File: config.mk
export PLATFORM = sky130hd
export DESIGN_NAME = bsis_sequencer
export DESIGN_NICKNAME = d
export VERILOG_FILES = /design/src/pkg/bsis_pkg.sv /design/src/rtl/bsis_sequencer.sv
export VERILOG_INCLUDE_DIRS = /design/src /design/src/pkg
export SDC_FILE = /design/constraint.sdc
export NUM_CORES = 1
export LEC_CHECK = 0
export BUFFER_PORTS_ARGS = -buffer_cell sky130_fd_sc_hd__buf_2
export CORE_MARGIN = 1
export CORE_UTILIZATION = 55
export DETAILED_ROUTE_END_ITERATION = 8
export PLACE_DENSITY = 0.71
export SYNTH_ARGS = -nofsm -noshare
export SYNTH_HDL_FRONTEND = slang
export SYNTH_SLANG_ARGS = --single-unit
File: constraint.sdc
create_clock -name ref_clk -period 146.3 [get_ports ref_clk]
set_clock_uncertainty 0.2 [all_clocks]
set_input_delay 14.63 -clock ref_clk [delete_from_list [all_inputs] [get_ports ref_clk]]
set_output_delay 14.63 -clock ref_clk [all_outputs]
set_load 0.05 [all_outputs]
File: src/pkg/bsis_params.svh
// constants for the start-up initialization sequencer
// Operation
// - align drives current into V out of W
// - align current magnitude from start current field
// - detection enabled when threshold field nonzero
// - pulse pairs VW WV UV VU WU UW
// - pulse ends when current reaches threshold
// - count cycles from voltage to threshold
// - shortest pulse time selects rotor state
// - release bit 0 keeps low side on
// - release bit 1 turns both switches off
// - spacing field separates successive pulses
// - start drive ahead by lead angle; the code adds it only after detection, after align it drives one step ahead
// - open loop drive without position feedback
// - open loop ends at handoff threshold
// - align duration field spans 40ms to 5.12s
// - speed grows by first and second order
// - start current limit during start phases
// - voltage limit is current times resistance plus speed
// - start voltage rise limited by ramp rate
// - zero threshold selects align, then accelerate
// - accelerate until speed exceeds threshold, then hand over
`ifndef BSIS_PARAMS_SVH
`define BSIS_PARAMS_SVH
`define BSIS_CLK_MHZ 250
`define BSIS_ALIGN_BASE_MS 40
`define BSIS_ALIGN_BASE_CYC (`BSIS_ALIGN_BASE_MS * 1000 * `BSIS_CLK_MHZ)
`define BSIS_STEP_US 100
`define BSIS_STEP_CYC (`BSIS_STEP_US * `BSIS_CLK_MHZ)
`define BSIS_GAP_BASE_US 10
`define BSIS_GAP_BASE_CYC (`BSIS_GAP_BASE_US * `BSIS_CLK_MHZ)
`define BSIS_PULSE_MAX 24'hFFFFFF
`define BSIS_SPEED_W 32
`define BSIS_RATE_FRAC 16
`define BSIS_HANDOFF_SHIFT 20
`define BSIS_CURR_BASE 8'h10 // largest code still fits the 8-bit limit
`define BSIS_DUTY_MAX 16'hFFFF
`define BSIS_NUM_PAIRS 3'h6
`define BSIS_OFS_B 8'h00
`define BSIS_OFS_C 8'h01
`define BSIS_OFS_D 8'h02
`define BSIS_OFS_E 8'h03
`define BSIS_OFS_F 8'h04
`define BSIS_OFS_G 8'h05
`define BSIS_OFS_WRES 8'h06
`define BSIS_OFS_VCON 8'h07
`define BSIS_OFS_STAT 8'h08
`define BSIS_OFS_SPD 8'h09
`endif

File: src/pkg/bsis_pkg.sv
// types for the start-up initialization sequencer
`default_nettype none
package bsis_pkg;
  typedef enum logic [2:0] {
    BSIS_IDLE, BSIS_ALIGN, BSIS_PULSE, BSIS_GAP, BSIS_PICK, BSIS_ACCEL, BSIS_DONE
  } bsis_state_type;
  // phase drive: high switch on, low switch on per phase U,V,W
  typedef struct packed {
    logic [2:0] high;
    logic [2:0] low;
  } bsis_drive_type;
endpackage
`default_nettype wire

File: src/rtl/bsis_sequencer.sv
// start-up sequencer: align or position detection, then open loop acceleration
`timescale 1ns/100ps
`default_nettype none
`include "bsis_params.svh"
module bsis_sequencer #(
  parameter int ALIGN_BASE_CYC = `BSIS_ALIGN_BASE_CYC,
  parameter int STEP_CYC = `BSIS_STEP_CYC,
  parameter int GAP_BASE_CYC = `BSIS_GAP_BASE_CYC
) (
  input wire logic ref_clk,
  input wire logic arst_n,
  input wire logic [7:0] regAddr,
  input wire logic [7:0] regWrData,
  input wire logic regWrite,
  input wire logic regRead,
  output logic [7:0] regRdData,
  input wire logic startReq,
  input wire logic restartReq,
  input wire logic currentAtThresh,
  input wire logic [7:0] supplyLevel,
  output logic [2:0] phaseHigh,
  output logic [2:0] phaseLow,
  output logic [3:0] currentThresh,
  output logic [7:0] currentLimit,
  output logic [15:0] dutyOut,
  output logic [2:0] driveState,
  output logic closedLoopGo,
  output logic busy
);
  // register offsets and layout
  localparam logic [7:0] OFS_B = `BSIS_OFS_B; // start current[1:0], ramp rate[4:2]
  localparam logic [7:0] OFS_C = `BSIS_OFS_C; // first order[2:0], second order[5:3]
  localparam logic [7:0] OFS_D = `BSIS_OFS_D; // handoff thresh[4:0]
  localparam logic [7:0] OFS_E = `BSIS_OFS_E; // align duration[2:0]
  localparam logic [7:0] OFS_F = `BSIS_OFS_F; // detect thresh[3:0], release[4], spacing[6:5]
  localparam logic [7:0] OFS_G = `BSIS_OFS_G; // lead angle[1:0]
  localparam logic [7:0] OFS_WRES = `BSIS_OFS_WRES; // winding resistance[6:0]
  localparam logic [7:0] OFS_VCON = `BSIS_OFS_VCON; // velocity constant[6:0]
  localparam logic [7:0] OFS_STAT = `BSIS_OFS_STAT; // state[2:0], position[5:3]
  localparam logic [7:0] OFS_SPD = `BSIS_OFS_SPD; // speed upper byte

  logic [7:0] optB, optC, optD, optE, optF, optG, windRes, velConst;
  logic [7:0] next_optB, next_optC, next_optD, next_optE, next_optF, next_optG;
  logic [7:0] next_windRes, next_velConst, next_regRdData;

  bsis_pkg::bsis_state_type state, next_state;
  logic [31:0] timer, next_timer;
  logic [2:0] pairIdx, next_pairIdx;
  logic [2:0] bestIdx, next_bestIdx;
  logic [23:0] bestTime, next_bestTime;
  logic [2:0] pos, next_pos;
  logic [`BSIS_SPEED_W-1:0] speed, next_speed;
  logic [`BSIS_SPEED_W-1:0] rate, next_rate;
  logic [15:0] vLimit, next_vLimit;
  logic [15:0] vApplied, next_vApplied;
  logic [15:0] duty, next_duty;
  logic [2:0] drvStep, next_drvStep;
  logic [`BSIS_SPEED_W-1:0] phaseAcc, next_phaseAcc;
  bsis_pkg::bsis_drive_type drv, next_drv;

  // field views
  logic [1:0] startCurrentSel;
  logic [2:0] rampRate, firstAccel, secondAccel, alignDur;
  logic [4:0] handoffThresh;
  logic [3:0] detThresh;
  logic releaseSel;
  logic [1:0] pulseSpacing, leadAngle;
  assign startCurrentSel = optB[1:0];
  assign rampRate = optB[4:2];
  assign firstAccel = optC[2:0];
  assign secondAccel = optC[5:3];
  assign handoffThresh = optD[4:0];
  assign alignDur = optE[2:0];
  assign detThresh = optF[3:0];
  assign releaseSel = optF[4];
  assign pulseSpacing = optF[6:5];
  assign leadAngle = optG[1:0];

  // status and speed views read back by software
  logic [7:0] statusWord, speedByte;
  assign statusWord = {2'h0, pos, state};
  assign speedByte = speed[`BSIS_SPEED_W-1:`BSIS_SPEED_W-8];

  // drive pattern for a step: high phase, low phase (six-step table)
  function automatic bsis_pkg::bsis_drive_type step_drive(input logic [2:0] s);
    bsis_pkg::bsis_drive_type d;
    d = '0;
    case (s)
      3'h0: begin
        d.high = 3'h2;
        d.low = 3'h4;
      end // VW
      3'h1: begin
        d.high = 3'h4;
        d.low = 3'h2;
      end // WV
      3'h2: begin
        d.high = 3'h1;
        d.low = 3'h2;
      end // UV
      3'h3: begin
        d.high = 3'h2;
        d.low = 3'h1;
      end // VU
      3'h4: begin
        d.high = 3'h4;
        d.low = 3'h1;
      end // WU
      default: begin
        d.high = 3'h1;
        d.low = 3'h4;
      end // UW
    endcase
    return d;
  endfunction

  // register writes and read data
  always_comb begin
    next_optB = optB;
    next_optC = optC;
    next_optD = optD;
    next_optE = optE;
    next_optF = optF;
    next_optG = optG;
    next_windRes = windRes;
    next_velConst = velConst;
    next_regRdData = 8'h00;
    if (regWrite) begin
      if (regAddr == OFS_B) next_optB = {3'h0, regWrData[4:0]};
      else if (regAddr == OFS_C) next_optC = {2'h0, regWrData[5:0]};
      else if (regAddr == OFS_D) next_optD = {3'h0, regWrData[4:0]};
      else if (regAddr == OFS_E) next_optE = {5'h0, regWrData[2:0]};
      else if (regAddr == OFS_F) next_optF = {1'h0, regWrData[6:0]};
      else if (regAddr == OFS_G) next_optG = {6'h0, regWrData[1:0]};
      else if (regAddr == OFS_WRES) next_windRes = {1'h0, regWrData[6:0]};
      else if (regAddr == OFS_VCON) next_velConst = {1'h0, regWrData[6:0]};
    end
    if (regRead) begin
      if (regAddr == OFS_B) next_regRdData = optB;
      else if (regAddr == OFS_C) next_regRdData = optC;
      else if (regAddr == OFS_D) next_regRdData = optD;
      else if (regAddr == OFS_E) next_regRdData = optE;
      else if (regAddr == OFS_F) next_regRdData = optF;
      else if (regAddr == OFS_G) next_regRdData = optG;
      else if (regAddr == OFS_WRES) next_regRdData = windRes;
      else if (regAddr == OFS_VCON) next_regRdData = velConst;
      else if (regAddr == OFS_STAT) next_regRdData = statusWord;
      else if (regAddr == OFS_SPD) next_regRdData = speedByte;
    end
  end

  always_ff @(posedge ref_clk or negedge arst_n) begin
    if (!arst_n) begin
      optB <= 8'h00;
      optC <= 8'h00;
      optD <= 8'h00;
      optE <= 8'h00;
      optF <= 8'h00;
      optG <= 8'h00;
      windRes <= 8'h00;
      velConst <= 8'h00;
      regRdData <= 8'h00;
    end else begin
      optB <= next_optB;
      optC <= next_optC;
      optD <= next_optD;
      optE <= next_optE;
      optF <= next_optF;
      optG <= next_optG;
      windRes <= next_windRes;
      velConst <= next_velConst;
      regRdData <= next_regRdData;
    end
  end

  // sequencer next state
  logic [31:0] alignCycles, gapCycles;
  logic [7:0] iLimit;
  always_comb begin
    // align duration doubles per code step
    alignCycles = 32'(ALIGN_BASE_CYC) << alignDur;
    gapCycles = 32'(GAP_BASE_CYC) << {pulseSpacing, 1'b0};
    // current magnitude from the start current field
    iLimit = 8'(`BSIS_CURR_BASE) << startCurrentSel;
    next_state = state;
    next_timer = timer + 32'h1;
    next_pairIdx = pairIdx;
    next_bestIdx = bestIdx;
    next_bestTime = bestTime;
    next_pos = pos;
    next_speed = speed;
    next_rate = rate;
    next_drv = drv;
    next_drvStep = drvStep;
    next_phaseAcc = phaseAcc;
    case (state)
      bsis_pkg::BSIS_IDLE: begin
        next_drv = '0;
        next_timer = 32'h0;
        if (startReq) begin
          // clear timers and minimum before the run
          next_pairIdx = 3'h0;
          next_bestIdx = 3'h0;
          next_bestTime = `BSIS_PULSE_MAX;
          next_speed = '0;
          next_rate = '0;
          next_phaseAcc = '0;
          if (detThresh != 4'h0) begin
            next_state = bsis_pkg::BSIS_PULSE;
            next_drv = step_drive(3'h0);
          end else begin
            next_state = bsis_pkg::BSIS_ALIGN;
            // current into V and out of W
            next_drv = step_drive(3'h0);
          end
        end
      end
      bsis_pkg::BSIS_ALIGN: begin
        if (timer >= alignCycles - 32'h1) begin
          next_state = bsis_pkg::BSIS_ACCEL;
          next_timer = 32'h0;
          next_drvStep = 3'h1; // field stands along V, drive one step ahead
        end
      end
      bsis_pkg::BSIS_PULSE: begin
        if (currentAtThresh || timer[23:0] == `BSIS_PULSE_MAX) begin
          if (timer[23:0] < bestTime) begin
            next_bestTime = timer[23:0];
            next_bestIdx = pairIdx;
          end
          next_drv.high = 3'h0;
          next_drv.low = releaseSel ? 3'h0 : drv.low;
          next_timer = 32'h0;
          next_state = bsis_pkg::BSIS_GAP;
        end
      end
      bsis_pkg::BSIS_GAP: begin
        if (timer >= gapCycles - 32'h1) begin
          next_timer = 32'h0;
          next_drv = '0;
          if (pairIdx == `BSIS_NUM_PAIRS - 3'h1) begin
            next_state = bsis_pkg::BSIS_PICK;
          end else begin
            next_pairIdx = pairIdx + 3'h1;
            next_drv = step_drive(pairIdx + 3'h1);
            next_state = bsis_pkg::BSIS_PULSE;
          end
        end
      end
      bsis_pkg::BSIS_PICK: begin
        next_pos = bestIdx;
        // lead angle in 60 degree steps up to 180
        next_drvStep = 3'((4'(bestIdx) + 4'(leadAngle) + 4'h1) % 4'h6);
        next_state = bsis_pkg::BSIS_ACCEL;
        next_timer = 32'h0;
      end
      bsis_pkg::BSIS_ACCEL: begin
        // open loop commutation, no position feedback
        next_drv = step_drive(drvStep);
        if (timer >= 32'(STEP_CYC) - 32'h1) begin
          next_timer = 32'h0;
          // rate grows by second order, speed by rate plus first order
          next_rate = rate + (32'h1 << secondAccel);
          next_speed = speed + rate + (32'h1 << firstAccel);
          next_phaseAcc = phaseAcc + speed;
          if (phaseAcc[`BSIS_SPEED_W-1] != next_phaseAcc[`BSIS_SPEED_W-1])
            next_drvStep = (drvStep == 3'h5) ? 3'h0 : drvStep + 3'h1;
        end
        // hand over when speed exceeds it
        if (speed > (32'(handoffThresh) << `BSIS_HANDOFF_SHIFT)) begin
          next_state = bsis_pkg::BSIS_DONE;
        end
      end
      default: begin
        next_drv = '0;
      end
    endcase
    if (restartReq) begin
      next_state = bsis_pkg::BSIS_IDLE;
      next_drv = '0;
      next_timer = 32'h0;
    end
  end

  always_ff @(posedge ref_clk or negedge arst_n) begin
    if (!arst_n) begin
      state <= bsis_pkg::BSIS_IDLE;
      timer <= 32'h0;
      pairIdx <= 3'h0;
      bestIdx <= 3'h0;
      bestTime <= `BSIS_PULSE_MAX;
      pos <= 3'h0;
      speed <= '0;
      rate <= '0;
      drv <= '0;
      drvStep <= 3'h0;
      phaseAcc <= '0;
    end else begin
      state <= next_state;
      timer <= next_timer;
      pairIdx <= next_pairIdx;
      bestIdx <= next_bestIdx;
      bestTime <= next_bestTime;
      pos <= next_pos;
      speed <= next_speed;
      rate <= next_rate;
      drv <= next_drv;
      drvStep <= next_drvStep;
      phaseAcc <= next_phaseAcc;
    end
  end

  // voltage limit, ramp and duty
  logic [15:0] target, rampStep;
  logic [31:0] dutyWide;
  always_comb begin
    // current times resistance plus speed times constant
    // only the upper speed byte enters, which keeps the product small
    next_vLimit = 16'(iLimit * windRes[6:0]) + 16'(speedByte * velConst[6:0]);
    // ramp step from ramp rate field
    rampStep = 16'h1 << rampRate;
    target = (state == bsis_pkg::BSIS_ALIGN || state == bsis_pkg::BSIS_ACCEL) ? vLimit : 16'h0;
    // a big step is split so the torque rises gently
    if (target > vApplied && target - vApplied > rampStep) begin
      next_vApplied = vApplied + rampStep;
    end else if (target > vApplied) begin
      next_vApplied = target;
    end else begin
      next_vApplied = target;
    end
    // duty scales inversely with supply; a low supply saturates rather than wraps
    dutyWide = (32'(vApplied) << 8) / ((supplyLevel == 8'h0) ? 32'h1 : 32'(supplyLevel));
    next_duty = (dutyWide > 32'(`BSIS_DUTY_MAX)) ? `BSIS_DUTY_MAX : dutyWide[15:0];
  end

  always_ff @(posedge ref_clk or negedge arst_n) begin
    if (!arst_n) begin
      vLimit <= 16'h0;
      vApplied <= 16'h0;
      duty <= 16'h0;
    end else begin
      vLimit <= next_vLimit;
      vApplied <= next_vApplied;
      duty <= next_duty;
    end
  end

  // outputs
  assign phaseHigh = drv.high;
  assign phaseLow = drv.low;
  assign currentThresh = detThresh;
  // limit active in align and acceleration
  assign currentLimit = (state == bsis_pkg::BSIS_ALIGN || state == bsis_pkg::BSIS_ACCEL)
                        ? iLimit : 8'h00;
  assign dutyOut = duty;
  assign driveState = drvStep;
  assign closedLoopGo = (state == bsis_pkg::BSIS_DONE);
  assign busy = (state != bsis_pkg::BSIS_IDLE) && (state != bsis_pkg::BSIS_DONE);
endmodule
`default_nettype wire

==> results.sh, run 1 <==
export IMPL_insertion_delay_ps=560
export IMPL_violations="DRC"
export IMPL_commonest_non_fill_non_tap_cell_in_the_layout="ha_1"
export IMPL_drt_pass1_iter_count=8
export IMPL_mostFrequentLayoutCells="ha_1 (498), nor2_1 (440), nand2_1 (391), a21oi_1 (331), inv_1 (265)"
export IMPL_worst_r2r_cell_count=322
export IMPL_post_cts_buffers=0
export IMPL_design_portCount=78
export IMPL_route_vias_total=38100
export IMPL_final_layout_size_suffix_gt1_frac=0.0841
export IMPL_die_area_um2=75500
export IMPL_fillerInstances=6672
export IMPL_design_core_area_um2=73300
export IMPL_yosysWarnings=0
export IMPL_grt_antenna_before_repair=0
export IMPL_drt_vias_per_instance=6.24
export IMPL_grt_pass1_wl_um=178000
export IMPL_height_of_the_die_um=275
export IMPL_critical_path_buf_inv_count=16
export IMPL_numClockSinks=270
export IMPL_post_drt_wl_per_cell_um=17.5
export IMPL_worst_slew_pin_transition_ps=1150
export IMPL_result_of_the_run="finished, violations left"
export IMPL_antenna_diode_count=0
export IMPL_critical_path_top_delay_family="compound AO/OA/AOI/OAI gates"
export IMPL_crit_path_frequent_cell="o21a_1"
export IMPL_syn_instance_count=5157
export IMPL_synthesized_area_um2=40900
export IMPL_cts_tree="built"
export IMPL_worst_endpoint_required_ps=146500
export IMPL_cap_violations=0
export IMPL_timing_hold_worst_endpoint="bestTime[13]$_DFFE_PN1P_"
export IMPL_drc=5
export IMPL_start_kind="input pin"
export IMPL_clock_tree_buffer_depth=3
export IMPL_worstPathMaxFanout=24
export IMPL_ys_seq_area_frac=0.166
export IMPL_wirelength_um=107000
export IMPL_slew_headroom=0.231
export IMPL_gp_routability_congestion=0.955
export IMPL_cts_root_buf="clkbuf_16"
export IMPL_cts_buffers=35
export IMPL_synth_area_per_cell_um2=7.94
export IMPL_highest_achievable_clock_rate_ghz=0.00964
export IMPL_netlist_cell_type_count=139
export IMPL_synth_async_sr_flop_share=1.00
export IMPL_critPathSlowestCell="nor3_1"
export IMPL_grtUsageTotal=0.279
export IMPL_tns_ps=0
export IMPL_violation_count_after_the_first_detailed_routing_iteration=2403
export IMPL_finalSetupViolCount=0
export IMPL_grt_setup_unrepaired="no"
export IMPL_largest_net_degree_at_the_start_of_global_routing=181
export IMPL_clkTransAtPathRegs_ps=60
export IMPL_nets=5724
export IMPL_maxSlewViolCount=0
export IMPL_worst_endpoint_data_arrival_time_ps=103940
export IMPL_std_cell_rows=99
export IMPL_ff2ff_setup_slack_ps=67080
export IMPL_end_kind="register"
export IMPL_post_cts_hold_buffer_count=0
export IMPL_dieWidth_um=275
export IMPL_yosys_register_bits=270
export IMPL_detailed_place_hpwl_um=81800
export IMPL_reg2reg_from="vApplied[15]$_DFF_PN0_"
export IMPL_yosys_most_used_dff="dfrtp_1"
export IMPL_finalHoldViolations=0
export IMPL_grt_total_ovfl=0
export IMPL_startpoint_of_the_tightest_hold_check_path="bestTime[13]$_DFFE_PN1P_"
export IMPL_io_buffer_count=72
export IMPL_fin_crit_sh=0.709
export IMPL_floorplan_initialDensity=0.558
export IMPL_layout_area_overhead_vs_synth_pct=5.68
export IMPL_worst_slack_on_hold_paths_ps=278
export IMPL_ant_nets=0
export IMPL_synth_edf_count=0
export IMPL_via_count_of_the_first_global_routing_pass=36000
export IMPL_hold_path_class="reg -> reg"
export IMPL_reg2reg_to="dutyOut[0]$_DFF_PN0_"
export IMPL_postCtsResizedCells=0
export IMPL_htree_levels=2
export IMPL_max_stage_delay_ps=900
export IMPL_crit_path_category="in -> reg"
export IMPL_whs_path_depth=2
export IMPL_final_period_minus_worst_setup_slack_ps=103740
==> cell usage after synthesis, drive strengths merged (72+ instances only) <==
cell type / number / area share
a21o: 122 / 0.022
a21oi: 338 / 0.042
a22o: 72 / 0.015
and2: 109 / 0.017
clkbuf: 133 / 0.012
dfrtp: 246 / 0.15
fa: 72 / 0.035
ha: 498 / 0.15
inv: 268 / 0.025
mux2: 84 / 0.023
nand2: 392 / 0.036
nand2b: 81 / 0.012
nand3: 126 / 0.016
nor2: 446 / 0.041
nor2b: 80 / 0.012
nor3: 242 / 0.031
o21a: 137 / 0.025
o21ai: 269 / 0.033
xnor2: 206 / 0.044
xor2: 128 / 0.028
==> layer usage <==
metal,vias up,share of wire,track usage
met4,0,0.022,0.0720
met3,164,0.053,0.0346
li1,18900,-,-
met5,-,0,0
met2,972,0.46,0.476
met1,18000,0.46,0.372
==> worst min-delay path: cells and delay by family (launching register included) <==
family                 cells  cell delay (ps)
flip-flops                 1              360
buffers and inverters      1               60
AO/OA/AOI/OAI              1               60
==> how the worst max path moves through the flow <==
| stage | from | end | slack (ps) | cells after the start |
|---|---|---|---|---|
| after floorplan | supplyLevel[7] | dutyOut[0]$_DFF_PN0_ | 54310 | 390 |
| after global placement | supplyLevel[7] | dutyOut[0]$_DFF_PN0_ | 44640 | 356 |
| after detailed placement | supplyLevel[7] | dutyOut[0]$_DFF_PN0_ | 43390 | 355 |
| after CTS | supplyLevel[7] | dutyOut[0]$_DFF_PN0_ | 43660 | 355 |
| after global routing | supplyLevel[7] | dutyOut[0]$_DFF_PN0_ | 35080 | 357 |
| final | supplyLevel[7] | dutyOut[0]$_DFF_PN0_ | 42560 | 357 |
==> cells by family (layout without fill, tap and decap cells) <==
group / after synthesis / count (layout) / synth area share
buf+inv: 456 / 436 / 0.0446
compound gates: 1475 / 1475 / 0.249
mux: 141 / 141 / 0.0371
xor+xnor: 334 / 334 / 0.0719
other cells: 2 / 15 / 0.000184
simple gates: 1909 / 1909 / 0.244
fa+ha+maj: 570 / 570 / 0.187
flops: 270 / 270 / 0.166
==> sequential cells by signal, summed over array words and instances (netlist names), 5 cells and up <==
register	count
optB	5
rate	32
optF	7
timer	32
vLimit	16
velConst	7
optD	5
optC	6
bestTime	24
regRdData	8
phaseAcc	31
dutyOut	16
windRes	7
speed	32
vApplied	16
==> metrics by stage <==
step           utilization  setup WS [ps]  instance area, µm²  std cells
4_1_cts              0.590          43660               43200       6109
3_5_place_dp         0.573          43390               42000       6045
6_report             0.590          42560               43200       6109
2_1_floorplan            -          54310               41000       5170
5_1_grt              0.590          35080               43200       6109
3_3_place_gp         0.573          44640               42000       6045
==> final cells by class <==
class                           instances  area (µm²)  area share
Clock buffer                           52        1060      0.0245
Clock inverter                         12         165     0.00382
Inverter                              268        1010      0.0233
Multi-Input combinational cell       4444       32400       0.749
Sequential cell                       270        6790       0.157
Tap cell                              959        1200      0.0277
Timing Repair Buffer                  104         623      0.0144
Power of run 1 is not shown: default switching activity piles up to over one toggle a cycle in this logic, so the estimate is an artifact.
==> run 2: changes to the inputs <==
clock period = 99.8 ns   (was 146.3 ns; I/O delays follow)
==> run 2 against run 1 <==
  * The run still ends with DRC left
  * Cell count rose by 0.15%
  * Worst hold slack got worse by 1.5 ps
  * Sequential share of layout area about the same
==> results.sh, run 2 (same netlist as run 1, synthesis figures left out) <==
export IMPL_result_of_the_run="finished, violations left"
export IMPL_violations="DRC"
export IMPL_cts_buffers=34
export IMPL_grt_pass1_wl_um=178000
export IMPL_nets=5734
export IMPL_start_kind="input pin"
export IMPL_highest_achievable_clock_rate_ghz=0.0108
export IMPL_commonest_non_fill_non_tap_cell_in_the_layout="ha_1"
export IMPL_gp_routability_congestion=0.982
export IMPL_insertion_delay_ps=580
export IMPL_io_buffer_count=72
export IMPL_grt_antenna_before_repair=0
export IMPL_antenna_diode_count=0
export IMPL_drt_pass1_iter_count=9
export IMPL_max_stage_delay_ps=740
export IMPL_final_layout_size_suffix_gt1_frac=0.0890
export IMPL_design_portCount=78
export IMPL_post_cts_hold_buffer_count=0
export IMPL_clkTransAtPathRegs_ps=60
export IMPL_drc=5
export IMPL_die_area_um2=75500
export IMPL_dieWidth_um=275
export IMPL_end_kind="register"
export IMPL_worst_endpoint_data_arrival_time_ps=92900
export IMPL_htree_levels=2
export IMPL_grt_setup_unrepaired="no"
export IMPL_finalSetupViolCount=0
export IMPL_detailed_place_hpwl_um=81200
export IMPL_std_cell_rows=99
export IMPL_hold_path_class="reg -> reg"
export IMPL_design_core_area_um2=73300
export IMPL_drt_vias_per_instance=6.22
export IMPL_grt_total_ovfl=0
export IMPL_top_regs="rate (32), speed (32), timer (32)"
export IMPL_worst_slew_pin_transition_ps=1150
export IMPL_maxSlewViolCount=0
export IMPL_mostFrequentLayoutCells="ha_1 (498), nor2_1 (437), nand2_1 (391), a21oi_1 (325), inv_1 (265)"
export IMPL_critPathSlowestCell="or4_1"
export IMPL_final_period_minus_worst_setup_slack_ps=92690
export IMPL_worstPathMaxFanout=21
export IMPL_cts_tree="built"
export IMPL_via_count_of_the_first_global_routing_pass=36000
export IMPL_height_of_the_die_um=275
export IMPL_critical_path_buf_inv_count=22
export IMPL_layout_area_overhead_vs_synth_pct=6.01
export IMPL_finalHoldViolations=0
export IMPL_tns_ps=0
export IMPL_fin_crit_sh=0.929
export IMPL_violation_count_after_the_first_detailed_routing_iteration=2540
export IMPL_post_drt_wl_per_cell_um=17.2
export IMPL_ant_nets=0
export IMPL_crit_path_category="in -> reg"
export IMPL_numClockSinks=270
export IMPL_route_vias_total=38000
export IMPL_largest_net_degree_at_the_start_of_global_routing=175
export IMPL_critical_path_top_delay_family="compound AO/OA/AOI/OAI gates"
export IMPL_cts_root_buf="clkbuf_16"
export IMPL_floorplan_initialDensity=0.558
export IMPL_worst_endpoint_required_ps=100010
export IMPL_slew_headroom=0.231
export IMPL_clock_tree_buffer_depth=3
export IMPL_cap_violations=0
export IMPL_crit_path_frequent_cell="o21a_1"
export IMPL_grtUsageTotal=0.279
export IMPL_wirelength_um=105000
==> run 2: cell count changes in the layout (fill, tap and decap cells not counted), moves of 3 or more <==
cell	previous run	this run
a21oi_1	331	325
a21oi_2	7	13
buf_4	31	42
clkbuf_8	10	6
clkinvlp_4	3	0
nor2_1	440	437
nor2_4	0	3
==> run 2: what timing repair did <==
action                     in CTS  in global routing
setup endpoints to repair       0                  3
buffers inserted                0                  9
resized for setup               0                 25
==> run 2: cell type report <==
class                   instances  area (µm²)
repair buffers                115         706
multi-input cells            4444       32500
inverters                     268        1010
clock buffers                  48         963
well taps                     959        1200
fillers                      6681       29900
clock inverters                14         221
flip-flops and latches        270        6790
==> run 2: routing by layer <==
metal | vias up | share of wire | GRT usage
met5 | - | 0 | 0
met4 | 0 | 0.018 | 0.0657
met3 | 135 | 0.054 | 0.0347
met2 | 942 | 0.47 | 0.472
met1 | 18000 | 0.46 | 0.376
li1 | 19000 | - | -
==> run 2: worst paths after layout <==
kind | start | cells after the start | slack (ps) | end
worst min register to register | bestTime[11]$_DFFE_PN1P_ | 2 | 280 | bestTime[11]$_DFFE_PN1P_
worst max register to register | vApplied[15]$_DFF_PN0_ | 329 | 25820 | dutyOut[0]$_DFF_PN0_
worst max-delay path | supplyLevel[7] | 364 | 7110 | dutyOut[0]$_DFF_PN0_
worst min-delay path | bestTime[11]$_DFFE_PN1P_ | 2 | 280 | bestTime[11]$_DFFE_PN1P_
max in group asynchronous | arst_n | 2 | 88640 | speed[25]$_DFFE_PN0P_
min in group asynchronous | arst_n | 1 | 9240 | dutyOut[5]$_DFF_PN0_
==> run 2: tightest hold or removal path, cell delays in order, from the launching register on <==
cell	delay, ps
dfstp_2	360
inv_1	60
a21oi_1	60
==> run 2: metrics by stage <==
stage	hold WS, ps	worst slack (ps)	util	instance area [µm²]	cells
finish	277	7110	0.592	43400	6118
CTS	282	2610	0.589	43200	6109
global placement	265	3580	0.573	42000	6047
global route	302	42.6	0.592	43400	6118
detailed placement	266	2400	0.573	42000	6047
floorplan	249	12460	-	41000	5170
Power of run 2 is left out for the same reason.
